$ cat src/design/hpc_pkg.sv
package hpc_pkg;

  // ----------------------------------------
  // Register offsets (byte addresses)
  // ----------------------------------------
  localparam logic [7:0] CTRL_OFS     = 8'h00;
  localparam logic [7:0] IRQ_EN_OFS   = 8'h04;
  localparam logic [7:0] IRQ_RAW_OFS  = 8'h08;
  localparam logic [7:0] IRQ_MIS_OFS  = 8'h0C;
  localparam logic [7:0] IRQ_CLR_OFS  = 8'h10;
  localparam logic [7:0] BATT_OFS     = 8'h14;
  localparam logic [7:0] WAKE_OFS     = 8'h18;
  localparam logic [7:0] RTC_CNT_OFS  = 8'h1C;
  localparam logic [7:0] RTC_M0_OFS   = 8'h20;
  localparam logic [7:0] RTC_M1_OFS   = 8'h24;
  localparam logic [7:0] REQ_OFS      = 8'h28;

  // ----------------------------------------
  // Field positions
  // ----------------------------------------
  localparam int IRQ_WR_DONE_BIT  = 0;
  localparam int IRQ_PIN_WAKE_BIT = 1;
  localparam int IRQ_BATT_LOW_BIT = 2;
  localparam int IRQ_MATCH0_BIT   = 3;
  localparam int IRQ_MATCH1_BIT   = 4;
  localparam int IRQ_WIDTH        = 5;

  localparam int CTRL_ACTIVE_BIT  = 0;
  localparam int CTRL_RTC_EN_BIT  = 1;
  localparam int CTRL_SLEEP_BIT   = 2;
  localparam int CTRL_REG_EN_BIT  = 3;

  localparam int BATT_MON_BIT     = 0;
  localparam int BATT_CANCEL_BIT  = 1;
  localparam int BATT_THR_LSB     = 2;

  localparam int WAKE_PIN_BIT     = 0;
  localparam int WAKE_RTC_BIT     = 1;
  localparam int WAKE_BATT_BIT    = 2;

  // ----------------------------------------
  // Reset values and timing
  // ----------------------------------------
  localparam logic [4:0] IRQ_EN_RST  = 5'h00;
  localparam logic [3:0] BATT_RST    = 4'h0;
  localparam logic [2:0] WAKE_RST    = 3'h0;
  localparam int         CLK_HZ      = 20_000_000;
  localparam int         CHECK_US    = 10;
  localparam int         CHECK_CYC   = (CLK_HZ / 1_000_000) * CHECK_US;

  typedef enum logic [1:0] {
    battery_threshold_lowest,
    battery_threshold_second,
    battery_threshold_third,
    battery_threshold_highest
  } hpc_thr_e;

  typedef enum {HPC_RUN, HPC_WAIT_CHECK, HPC_SLEEP} hpc_state_e;

  typedef struct packed {
    logic     battery_low_cancels_sleep;
    hpc_thr_e threshold;
    logic     battery_monitor_on;
  } hpc_batt_s;

endpackage

$ cat src/design/hpc_power_control.sv
// What this block does
// - Clear request drops named pending sources
// - Per-source enable gates combined interrupt
// - Five sources: write, pin, battery, match0, match1
// - Status readable raw or masked
// - Active flag readable, survives processor reset
// - Detected low battery sets raw status
// - Abort option cancels hibernation, keeps regulator
// - Two-bit threshold field, four voltage levels
// - Hibernation request drops regulator enable
// - Wake condition reasserts regulator enable
// - Own reset only, not processor reset
// - Request write never stalls the bus
// - RTC enable gates counting, match, wake
// - Wake sources selectable independently
// - Counter equal match value flags match
// - Request waits for battery check end
`timescale 1ns/1ps
module hpc_power_control #(
  parameter int CHECK_CYCLES = hpc_pkg::CHECK_CYC,
  parameter int SEC_CYCLES   = hpc_pkg::CLK_HZ
) (
  input  wire logic        clock_i,
  input  wire logic        reset_n_i,
  input  wire logic        psel_i,
  input  wire logic        penable_i,
  input  wire logic        pwrite_i,
  input  wire logic [7:0]  paddr_i,
  input  wire logic [31:0] pwdata_i,
  output logic [31:0]      prdata_o,
  output logic             pready_o,
  output logic             pslverr_o,
  input  wire logic        wake_pin_i,
  input  wire logic [3:0]  battery_below_i,
  output logic             regulator_en_o,
  output logic             irq_o
);

  // ----------------------------------------
  // Input synchronisers
  // ----------------------------------------
  logic       wake_meta;
  logic       wake_sync;
  logic [3:0] batt_meta;
  logic [3:0] batt_sync;

  always_ff @(posedge clock_i or negedge reset_n_i) begin
    if (!reset_n_i) begin
      wake_meta <= 1'b0;
      wake_sync <= 1'b0;
      batt_meta <= 4'h0;
      batt_sync <= 4'h0;
    end else begin
      wake_meta <= wake_pin_i;
      wake_sync <= wake_meta;
      batt_meta <= battery_below_i;
      batt_sync <= batt_meta;
    end
  end

  // ----------------------------------------
  // Bus decode
  // ----------------------------------------
  logic                      active;
  logic                      rtc_en;
  logic [hpc_pkg::IRQ_WIDTH-1:0] irq_en;
  logic [hpc_pkg::IRQ_WIDTH-1:0] irq_raw;
  hpc_pkg::hpc_batt_s        batt_cfg;
  logic [2:0]                wake_cfg;
  logic [31:0]               rtc_cnt;
  logic [31:0]               match0;
  logic [31:0]               match1;
  logic [31:0]               sec_div;
  logic [31:0]               chk_cnt;
  logic                      wr_done_pend;
  hpc_pkg::hpc_state_e       state;
  hpc_pkg::hpc_state_e       next_state;

  wire wr_acc    = psel_i && penable_i && pwrite_i;
  wire wr_ctrl   = wr_acc && (paddr_i == hpc_pkg::CTRL_OFS);
  wire wr_en     = wr_acc && (paddr_i == hpc_pkg::IRQ_EN_OFS);
  wire wr_clr    = wr_acc && (paddr_i == hpc_pkg::IRQ_CLR_OFS);
  wire wr_batt   = wr_acc && (paddr_i == hpc_pkg::BATT_OFS);
  wire wr_wake   = wr_acc && (paddr_i == hpc_pkg::WAKE_OFS);
  wire wr_cnt    = wr_acc && (paddr_i == hpc_pkg::RTC_CNT_OFS);
  wire wr_m0     = wr_acc && (paddr_i == hpc_pkg::RTC_M0_OFS);
  wire wr_m1     = wr_acc && (paddr_i == hpc_pkg::RTC_M1_OFS);
  wire wr_req    = wr_acc && (paddr_i == hpc_pkg::REQ_OFS) && pwdata_i[0];
  wire wr_domain = wr_ctrl || wr_batt || wr_wake || wr_cnt || wr_m0 || wr_m1;
  wire mapped    = (paddr_i[1:0] == 2'b00) && (paddr_i <= hpc_pkg::REQ_OFS);

  assign pready_o  = 1'b1;
  assign pslverr_o = psel_i && penable_i && !mapped;

  // ----------------------------------------
  // Events
  // ----------------------------------------
  wire [1:0] thr_sel   = batt_cfg.threshold;
  wire batt_low        = batt_cfg.battery_monitor_on && batt_sync[thr_sel];
  wire checking        = batt_cfg.battery_monitor_on && (chk_cnt != 32'h0);
  wire hit0            = rtc_en && (rtc_cnt == match0);
  wire hit1            = rtc_en && (rtc_cnt == match1);
  wire pin_ev          = wake_sync;
  wire wake_ev         = (wake_cfg[hpc_pkg::WAKE_PIN_BIT] && pin_ev) ||
                         (wake_cfg[hpc_pkg::WAKE_RTC_BIT] && (hit0 || hit1)) ||
                         (wake_cfg[hpc_pkg::WAKE_BATT_BIT] && batt_low);
  wire cancel          = batt_cfg.battery_low_cancels_sleep && batt_low;

  logic [hpc_pkg::IRQ_WIDTH-1:0] ev;
  assign ev[hpc_pkg::IRQ_WR_DONE_BIT]  = wr_done_pend;
  assign ev[hpc_pkg::IRQ_PIN_WAKE_BIT] = pin_ev;
  assign ev[hpc_pkg::IRQ_BATT_LOW_BIT] = batt_low;
  assign ev[hpc_pkg::IRQ_MATCH0_BIT]   = hit0;
  assign ev[hpc_pkg::IRQ_MATCH1_BIT]   = hit1;

  wire [hpc_pkg::IRQ_WIDTH-1:0] clr_bits = wr_clr ? pwdata_i[hpc_pkg::IRQ_WIDTH-1:0]
                                                  : '0;
  wire [hpc_pkg::IRQ_WIDTH-1:0] irq_mis  = irq_raw & irq_en;

  // ----------------------------------------
  // Interrupt registers
  // ----------------------------------------
  always_ff @(posedge clock_i or negedge reset_n_i) begin
    if (!reset_n_i) begin
      irq_raw      <= '0;
      irq_en       <= hpc_pkg::IRQ_EN_RST;
      wr_done_pend <= 1'b0;
    end else begin
      irq_raw      <= (irq_raw & ~clr_bits) | ev;
      wr_done_pend <= wr_domain;
      if (wr_en) begin
        irq_en <= pwdata_i[hpc_pkg::IRQ_WIDTH-1:0];
      end
    end
  end

  assign irq_o = |irq_mis;

  // ----------------------------------------
  // Configuration and RTC
  // ----------------------------------------
  always_ff @(posedge clock_i or negedge reset_n_i) begin
    if (!reset_n_i) begin
      active   <= 1'b0;
      rtc_en   <= 1'b0;
      batt_cfg <= hpc_pkg::BATT_RST;
      wake_cfg <= hpc_pkg::WAKE_RST;
      match0   <= 32'h0;
      match1   <= 32'h0;
    end else begin
      if (wr_ctrl) begin
        active <= pwdata_i[hpc_pkg::CTRL_ACTIVE_BIT];
        rtc_en <= pwdata_i[hpc_pkg::CTRL_RTC_EN_BIT];
      end
      if (wr_batt) begin
        batt_cfg <= hpc_pkg::hpc_batt_s'(pwdata_i[3:0]);
      end
      if (wr_wake) begin
        wake_cfg <= pwdata_i[2:0];
      end
      if (wr_m0) begin
        match0 <= pwdata_i;
      end
      if (wr_m1) begin
        match1 <= pwdata_i;
      end
    end
  end

  always_ff @(posedge clock_i or negedge reset_n_i) begin
    if (!reset_n_i) begin
      rtc_cnt <= 32'h0;
      sec_div <= 32'h0;
    end else if (wr_cnt) begin
      rtc_cnt <= pwdata_i;
      sec_div <= 32'h0;
    end else if (rtc_en) begin
      if (sec_div == 32'(SEC_CYCLES - 1)) begin
        sec_div <= 32'h0;
        rtc_cnt <= rtc_cnt + 32'h1;
      end else begin
        sec_div <= sec_div + 32'h1;
      end
    end
  end

  // ----------------------------------------
  // Battery check window
  // ----------------------------------------
  always_ff @(posedge clock_i or negedge reset_n_i) begin
    if (!reset_n_i) begin
      chk_cnt <= 32'h0;
    end else if (wr_batt && pwdata_i[hpc_pkg::BATT_MON_BIT]) begin
      chk_cnt <= 32'(CHECK_CYCLES);
    end else if (chk_cnt != 32'h0) begin
      chk_cnt <= chk_cnt - 32'h1;
    end
  end

  // ----------------------------------------
  // Power state machine
  // ----------------------------------------
  always_comb begin
    next_state = state;
    case (state)
      hpc_pkg::HPC_RUN: begin
        if (wr_req) begin
          next_state = hpc_pkg::HPC_WAIT_CHECK;
        end
      end
      hpc_pkg::HPC_WAIT_CHECK: begin
        if (cancel) begin
          next_state = hpc_pkg::HPC_RUN;
        end else if (!checking) begin
          next_state = hpc_pkg::HPC_SLEEP;
        end
      end
      hpc_pkg::HPC_SLEEP: begin
        if (wake_ev || cancel) begin
          next_state = hpc_pkg::HPC_RUN;
        end
      end
      default: next_state = hpc_pkg::HPC_RUN;
    endcase
  end

  // Own reset only; processor power-on reset does not reach here
  always_ff @(posedge clock_i or negedge reset_n_i) begin
    if (!reset_n_i) begin
      state <= hpc_pkg::HPC_RUN;
    end else begin
      state <= next_state;
    end
  end

  assign regulator_en_o = (state != hpc_pkg::HPC_SLEEP);

  // ----------------------------------------
  // Read data
  // ----------------------------------------
  logic [31:0] next_rdata;
  always_comb begin
    next_rdata = 32'h0;
    case (paddr_i)
      hpc_pkg::CTRL_OFS:    next_rdata = {28'h0, regulator_en_o, (state != hpc_pkg::HPC_RUN),
                                          rtc_en, active};
      hpc_pkg::IRQ_EN_OFS:  next_rdata = {27'h0, irq_en};
      hpc_pkg::IRQ_RAW_OFS: next_rdata = {27'h0, irq_raw};
      hpc_pkg::IRQ_MIS_OFS: next_rdata = {27'h0, irq_mis};
      hpc_pkg::BATT_OFS:    next_rdata = {28'h0, batt_cfg};
      hpc_pkg::WAKE_OFS:    next_rdata = {29'h0, wake_cfg};
      hpc_pkg::RTC_CNT_OFS: next_rdata = rtc_cnt;
      hpc_pkg::RTC_M0_OFS:  next_rdata = match0;
      hpc_pkg::RTC_M1_OFS:  next_rdata = match1;
      default:              next_rdata = 32'h0;
    endcase
  end

  always_ff @(posedge clock_i or negedge reset_n_i) begin
    if (!reset_n_i) begin
      prdata_o <= 32'h0;
    end else if (psel_i && !penable_i && !pwrite_i) begin
      prdata_o <= next_rdata;
    end
  end

endmodule

$ cat config.mk
export PLATFORM = sky130hd
export DESIGN_NAME = hpc_power_control
export DESIGN_NICKNAME = d
export VERILOG_FILES = /design/src/design/hpc_pkg.sv /design/src/design/hpc_power_control.sv
export SDC_FILE = /design/constraint.sdc
export NUM_CORES = 1
export LEC_CHECK = 0
export ABC_AREA = 1
export ABC_CLOCK_PERIOD_IN_PS = 2000
export BUFFER_PORTS_ARGS = -buffer_cell sky130_fd_sc_hd__buf_2
export CORE_ASPECT_RATIO = 0.9
export CORE_MARGIN = 4
export CORE_UTILIZATION = 30
export DETAILED_ROUTE_END_ITERATION = 7
export PLACE_DENSITY = 0.55
export SKIP_CTS_REPAIR_TIMING = 1
export SYNTH_ARGS = -nofsm -noshare
export SYNTH_HDL_FRONTEND = slang
export SYNTH_SLANG_ARGS = --single-unit
export TNS_END_PERCENT = 1
$ cat constraint.sdc
create_clock -name clock_i -period 2 [get_ports clock_i]
set_input_delay 0.4 -clock clock_i [delete_from_list [all_inputs] [get_ports clock_i]]
set_output_delay 0.4 -clock clock_i [all_outputs]
set_load 0.01 [all_outputs]
* Word-level counts from Yosys, hierarchy flattened
Cells that the tools add are included.
** Cells by class
- Add/sub/neg operators :: 3
- Equal/unequal tests :: 19
- Bitwise gates (word level) :: 4
- Muxes and demuxes :: 17
- Reduce and logical (&&, ||, !) cells :: 48
- Order comparisons :: 2
** Operators by type and width (number)
- two-way mux 32 bit :: 12
- case mux 32 bit (9 select lines) :: 1
- case mux 32 bit (3 select lines) :: 1
- adder 32 x 1 -> 32 bit (second input constant) :: 2
- equality test 32 bit :: 2
- nonzero test 32 bit :: 2
- equality test 32 x 1 -> 1 bit (second input constant) :: 1
- equality test 32 x 2 -> 1 bit (second input constant) :: 1
- equality test 32 x 25 -> 1 bit (second input constant) :: 1
- equality test 8 x 5 -> 1 bit (second input constant) :: 4
- logical NOT 32 bit :: 1
- != test 32 x 3 -> 1 bit (second input constant) :: 1
- subtractor 32 x 1 -> 32 bit (second input constant) :: 1
- logical AND 1 bit :: 25
- equality test 8 x 6 -> 1 bit (second input constant) :: 3
- equality test 8 x 4 -> 1 bit (second input constant) :: 2
- AND 5 bit :: 2
- logical OR 1 bit :: 9
- equality test 8 x 3 -> 1 bit (second input constant) :: 1
- less-or-equal comparator 8 x 6 -> 1 bit (second input constant) :: 1
- logical NOT 8 bit :: 1
- nonzero test 2 bit :: 3
- two-way mux 5 bit :: 1
- inverter 5 bit :: 1
- other kinds (11) :: 14
** Storage, ports and cells
- Output and inout bits :: 36
- Flip-flop bits (word level) :: 254

* Logic depth before layout (Yosys ltp)
- Word-level depth :: 9
- Depth in mapped cells :: 15

* Worst setup path after synthesis
OpenSTA, ideal clock, no wires.
- Kind :: flip-flop to flip-flop
- Start :: reg chk_cnt[0]
- End :: reg chk_cnt[11]
- Setup slack :: 245 ps
- Buffers on the path :: 0
- Period minus slack after synthesis :: 1755 ps
- Arrival :: 1632 ps
- Setup time :: 124 ps
- Cell stages (with the launch flop) :: 12
- Cell sequence :: dfrtp_1 inv_1 ha_1 nand2_1 nor2_4 nand3_1 nor2_2 nand2_4 nand2_1 nor2_1 o21ai_0 a21oi_1
** Between the ends
- Word-level cells in the longest chain between the ends :: 3
- Elaborated cells between the ends (all ways) :: 5
- Those cells by class :: add/sub: 1; mux: 2; reduce/logical: 2
** RTL lines
- start, declared :: line hpc_power_control.sv:74 : logic [31:0] chk_cnt;
- start signal, assigned :: line hpc_power_control.sv:194 : chk_cnt <= 32'(CHECK_CYCLES);
- start signal, assigned :: line hpc_power_control.sv:196 : chk_cnt <= chk_cnt - 32'h1;
- subtractor 32 x 1 -> 32 bit :: line hpc_power_control.sv:196
- two-way mux 32 bit :: line hpc_power_control.sv:195 : end else if (chk_cnt != 32'h0) begin
- two-way mux 32 bit :: line hpc_power_control.sv:193 : end else if (wr_batt && pwdata_i[hpc_pkg::BATT_MON_BIT]) begin
Parallel ways exist; a longest one is shown, timed or not. The select of a mux whose other input is x is not followed.
A chain may end at the register's enable or synchronous reset.

* Final worst setup path
- Start :: reg rtc_cnt[12]
- End :: reg rtc_cnt[30]
** Between the ends
- Word-level cells in the longest chain between the ends :: 4
** RTL lines
- start, declared :: line hpc_power_control.sv:70 : logic [31:0] rtc_cnt;
- start signal, assigned :: line hpc_power_control.sv:175 : rtc_cnt <= pwdata_i;
- start signal, assigned :: line hpc_power_control.sv:180 : rtc_cnt <= rtc_cnt + 32'h1;
- adder 32 x 1 -> 32 bit :: line hpc_power_control.sv:180
- two-way mux 32 bit :: line hpc_power_control.sv:178 : if (sec_div == 32'(SEC_CYCLES - 1)) begin
- two-way mux 32 bit :: line hpc_power_control.sv:177 : end else if (rtc_en) begin
- two-way mux 32 bit :: line hpc_power_control.sv:174 : end else if (wr_cnt) begin
Every way passes these cells. The select of a mux whose other input is x is not followed.

==> impl_metrics.toml <==
[power]
internal-power_w = 0.00801
combPwrFrac = 0.068
leakagePower_nw = 7.46
p_per_area_mw_per_mm2 = 679
p_sw_frac = 0.244
vdd_drop_max_mv = 0.530
power_frac_clock = 0.480
p_sw_w = 0.00259
p_seq_frac = 0.452

[cts]
cts_sinks = 224
clk_latency_ps = 550
cts_tree = "yes"
ctsRootBufferMaster = "clkbuf_16"
clk_pin_slew_ps = 60
htree_levels = 1
numCtsBuffers = 28
clockBufferDepth = 3

[synthesis]
ys_seq_area_frac = 0.433
syn_area_per_cell_um2 = 7.25
ys_types = 53
synth_edf_count = 0
synthArstFlopShare = 1.00
netlist_instances = 1786
synth_ff_type = "dfrtp_1"
syn_nets = 1839
ys_ff_latch = 224
syn_area_mm2 = 0.0130
ys_warn_count = 0

[die]
core.rowCount = 71
fp.dieW_um = 227
start_util = 0.307
ios = 86
die_area_mm2 = 0.0466
die_h_um = 205
core_area_mm2 = 0.0422

[drt]
dr.pass1.iters = 7
vias = 12300
wl_um = 42000
drt_iter0_markers = 961
drt-vias-per-instance = 4.92
routedWlPerCell_um = 16.8
route.detailed.drc = 0
drtAntennaViolNets = 0

[timing]
worstMarginPinSlew_ps = 641
fmax_mhz = 524
timing.hold.ws_ps = 82.0
fin_ws_ps = 91.0
clock_skew_ps = 18.8
slew_headroom = 0.572
min_period_over_period = 0.954
finalSetupViolations = 0
rsz0062_at_grt = "yes"
min_period_ps = 1910
final_hold_viol_count = 0
slew_violations = 0

[setup_path]
crit_path_top_delay_cell = "dfrtp_1"
r2r_start = "rtc_cnt[12]$_DFFE_PN0P_"
cpMostUsedCell = "nand2_1"
critPathBufInv = 0
critPathLaunchType = "flop"
cp_top_family = "simple AND/OR/NAND/NOR gates"
worstSetupEndpointType = "flop"
critical_path.cell_chain = "nand2_1 -> nor2_1 -> nand2_1 -> nor2_1 -> nand2_1 -> xor2_1 -> nand2_1 -> o21ai_0 -> nand2_1 -> o21ai_0"
cp.arrival_ps = 2350
crit_type = "reg2reg"
crit_fanout = 7
max_stage_delay_ps = 520
worstSetupStartpoint = "rtc_cnt[12]$_DFFE_PN0P_"
worstPathRequired_ps = 2440

[placed_design]
dpl_cell_area_mm2 = 0.0145
place_congestion = 0.889
dp_hpwl_um = 31400
post-place-cells = 2436
post-place-ws_ps = 50.7
portBuffers = 84

[grt]
grt_max_degree = 54
antenna_found_initial = 0
grt_pass1_vias = 11700
grt_use_met2 = 0.278
use_met1 = 0.260
grt_pass1_wl_um = 66200
met3_usage = 0.0244
gr-total-overflow = 0
top_usage_layer = "met2"
grt_use_total = 0.178

[final_layout]
area_delta_synth_final_pct = 20.5
stdcell_count = 2497
nNetsFinal = 1983
final_cell_mix = "491 x nand2_1, 220 x dfrtp_1, 203 x inv_1, 188 x o21ai_0, 154 x nor2_1"
drive_gt1_frac = 0.164
layout_commonest_cell = "nand2_1"
final_util = 0.370
fillers = 4365
final_design_area_no_fill_mm2 = 0.0156

[min_path]
hold_path.class = "in2reg"
hold_start = "pwdata_i[29]"

[outcome]
status = "complete, no violations"

[run]
cap_violations = 0
[stage by stage]
stage	setup TNS (ps)	total power (W)
final	0	0.0106
after global routing	-158	0.0110
after CTS	-12.4	0.0107
after detailed placement	0	0.00558
after global placement	0	0.00556
after floorplan	0	0.00521
[worst paths after layout]
check	slack [ps]	cells past startpoint	endpoint
max	90	10	rtc_cnt[30]$_DFFE_PN0P_
min	80	3	match0[29]$_DFFE_PN0P_
max reg2reg	90	10	rtc_cnt[30]$_DFFE_PN0P_
min reg2reg	350	0	pin_ev$_DFF_PN0_
max in group asynchronous	1020	3	pin_ev$_DFF_PN0_
min in group asynchronous	330	2	chk_cnt[11]$_DFFE_PN0P_
[registers in the layout, indices dropped and copies added, names as in the netlist, 2 cells and up]
signal     cells
batt_cfg       2
batt_meta      4
batt_sync      4
chk_cnt       32
irq_en         5
irq_raw        5
match0        32
match1        32
prdata_o      32
rtc_cnt       32
sec_div       32
state          2
thr_sel        2
wake_cfg       3
[worst register-to-register path, cell delays in order (launching register included)]
cell	delay, ps
dfrtp_1	520
nand2_1	120
nor2_1	330
nand2_1	90
nor2_1	200
nand2_1	120
xor2_1	150
nand2_1	50
o21ai_0	80
nand2_1	70
o21ai_0	70
[area by class of cell]
type / count / area, µm² / area share
sequential: 224 / 5610 / 0.359
antenna: 1 / 2.50 / 0.000160
multi-input combinational: 1275 / 6300 / 0.403
timing repair buffer: 173 / 1230 / 0.0786
clock buffer: 46 / 880 / 0.0564
clock inverter: 3 / 42.5 / 0.00273
tap: 547 / 684 / 0.0439
inverter: 228 / 865 / 0.0554
[logic make-up after synthesis]
kind of cell / count (synthesis) / synth area share
compound gates: 331 / 0.135
other cells: 1 / 0.000290
buf+inv: 287 / 0.0905
simple gates: 888 / 0.303
flops: 224 / 0.433
xor+xnor: 51 / 0.0345
mux: 1 / 0.000773
fa+ha+maj: 3 / 0.00290
[power by group through the flow]
stage | Sequential, W | Combinational (W) | Clock, W
final | 0.00479 | 0.000717 | 0.00509
after global routing | 0.00481 | 0.000819 | 0.00539
after CTS | 0.00479 | 0.000715 | 0.00521
after detailed placement | 0.00487 | 0.000711 | 0
after global placement | 0.00486 | 0.000701 | 0
after floorplan | 0.00484 | 0.000370 | 0
[routing by layer]
| metal | vias to the layer above | part of all wire | wire length, µm |
|---|---|---|---|
| met5 | - | 0 | 0 |
| met4 | 0 | 0.028 | 1160 |
| met3 | 65 | 0.048 | 2030 |
| met2 | 318 | 0.44 | 18500 |
| met1 | 5850 | 0.48 | 20300 |
| li1 | 6055 | - | - |
[cells in the mapped netlist, types with 3 or more instances]
master      n  share of area
buf_2      27          0.010
xnor2_1    16          0.011
a21oi_1    61          0.024
nor2_4     12          0.010
nand4_1    34          0.016
ha_1        3         0.0029
dfrtp_1   224           0.43
nor2_1    164          0.048
buf_6       3         0.0026
nor3_1     37          0.014
nor4_1     11         0.0053
and3_1      3         0.0014
nand2_1   495           0.14
clkbuf_2    3         0.0012
nor2_2     12         0.0058
nand2_4     5         0.0043
inv_1     206          0.060
buf_4       5         0.0029
nand2_2     9         0.0043
nor3_2      6         0.0046
nand3b_1    3         0.0017
o21ai_0   190          0.073
inv_2      18         0.0052
or2_2       6         0.0029
clkbuf_1   19         0.0055
nand3_1    81          0.031
o21ai_1    32          0.012
a31oi_1     9         0.0043
o22ai_1    22          0.011
xor2_1     35          0.024
nand3_2     4         0.0031
(Power assumes the default switching activity.)
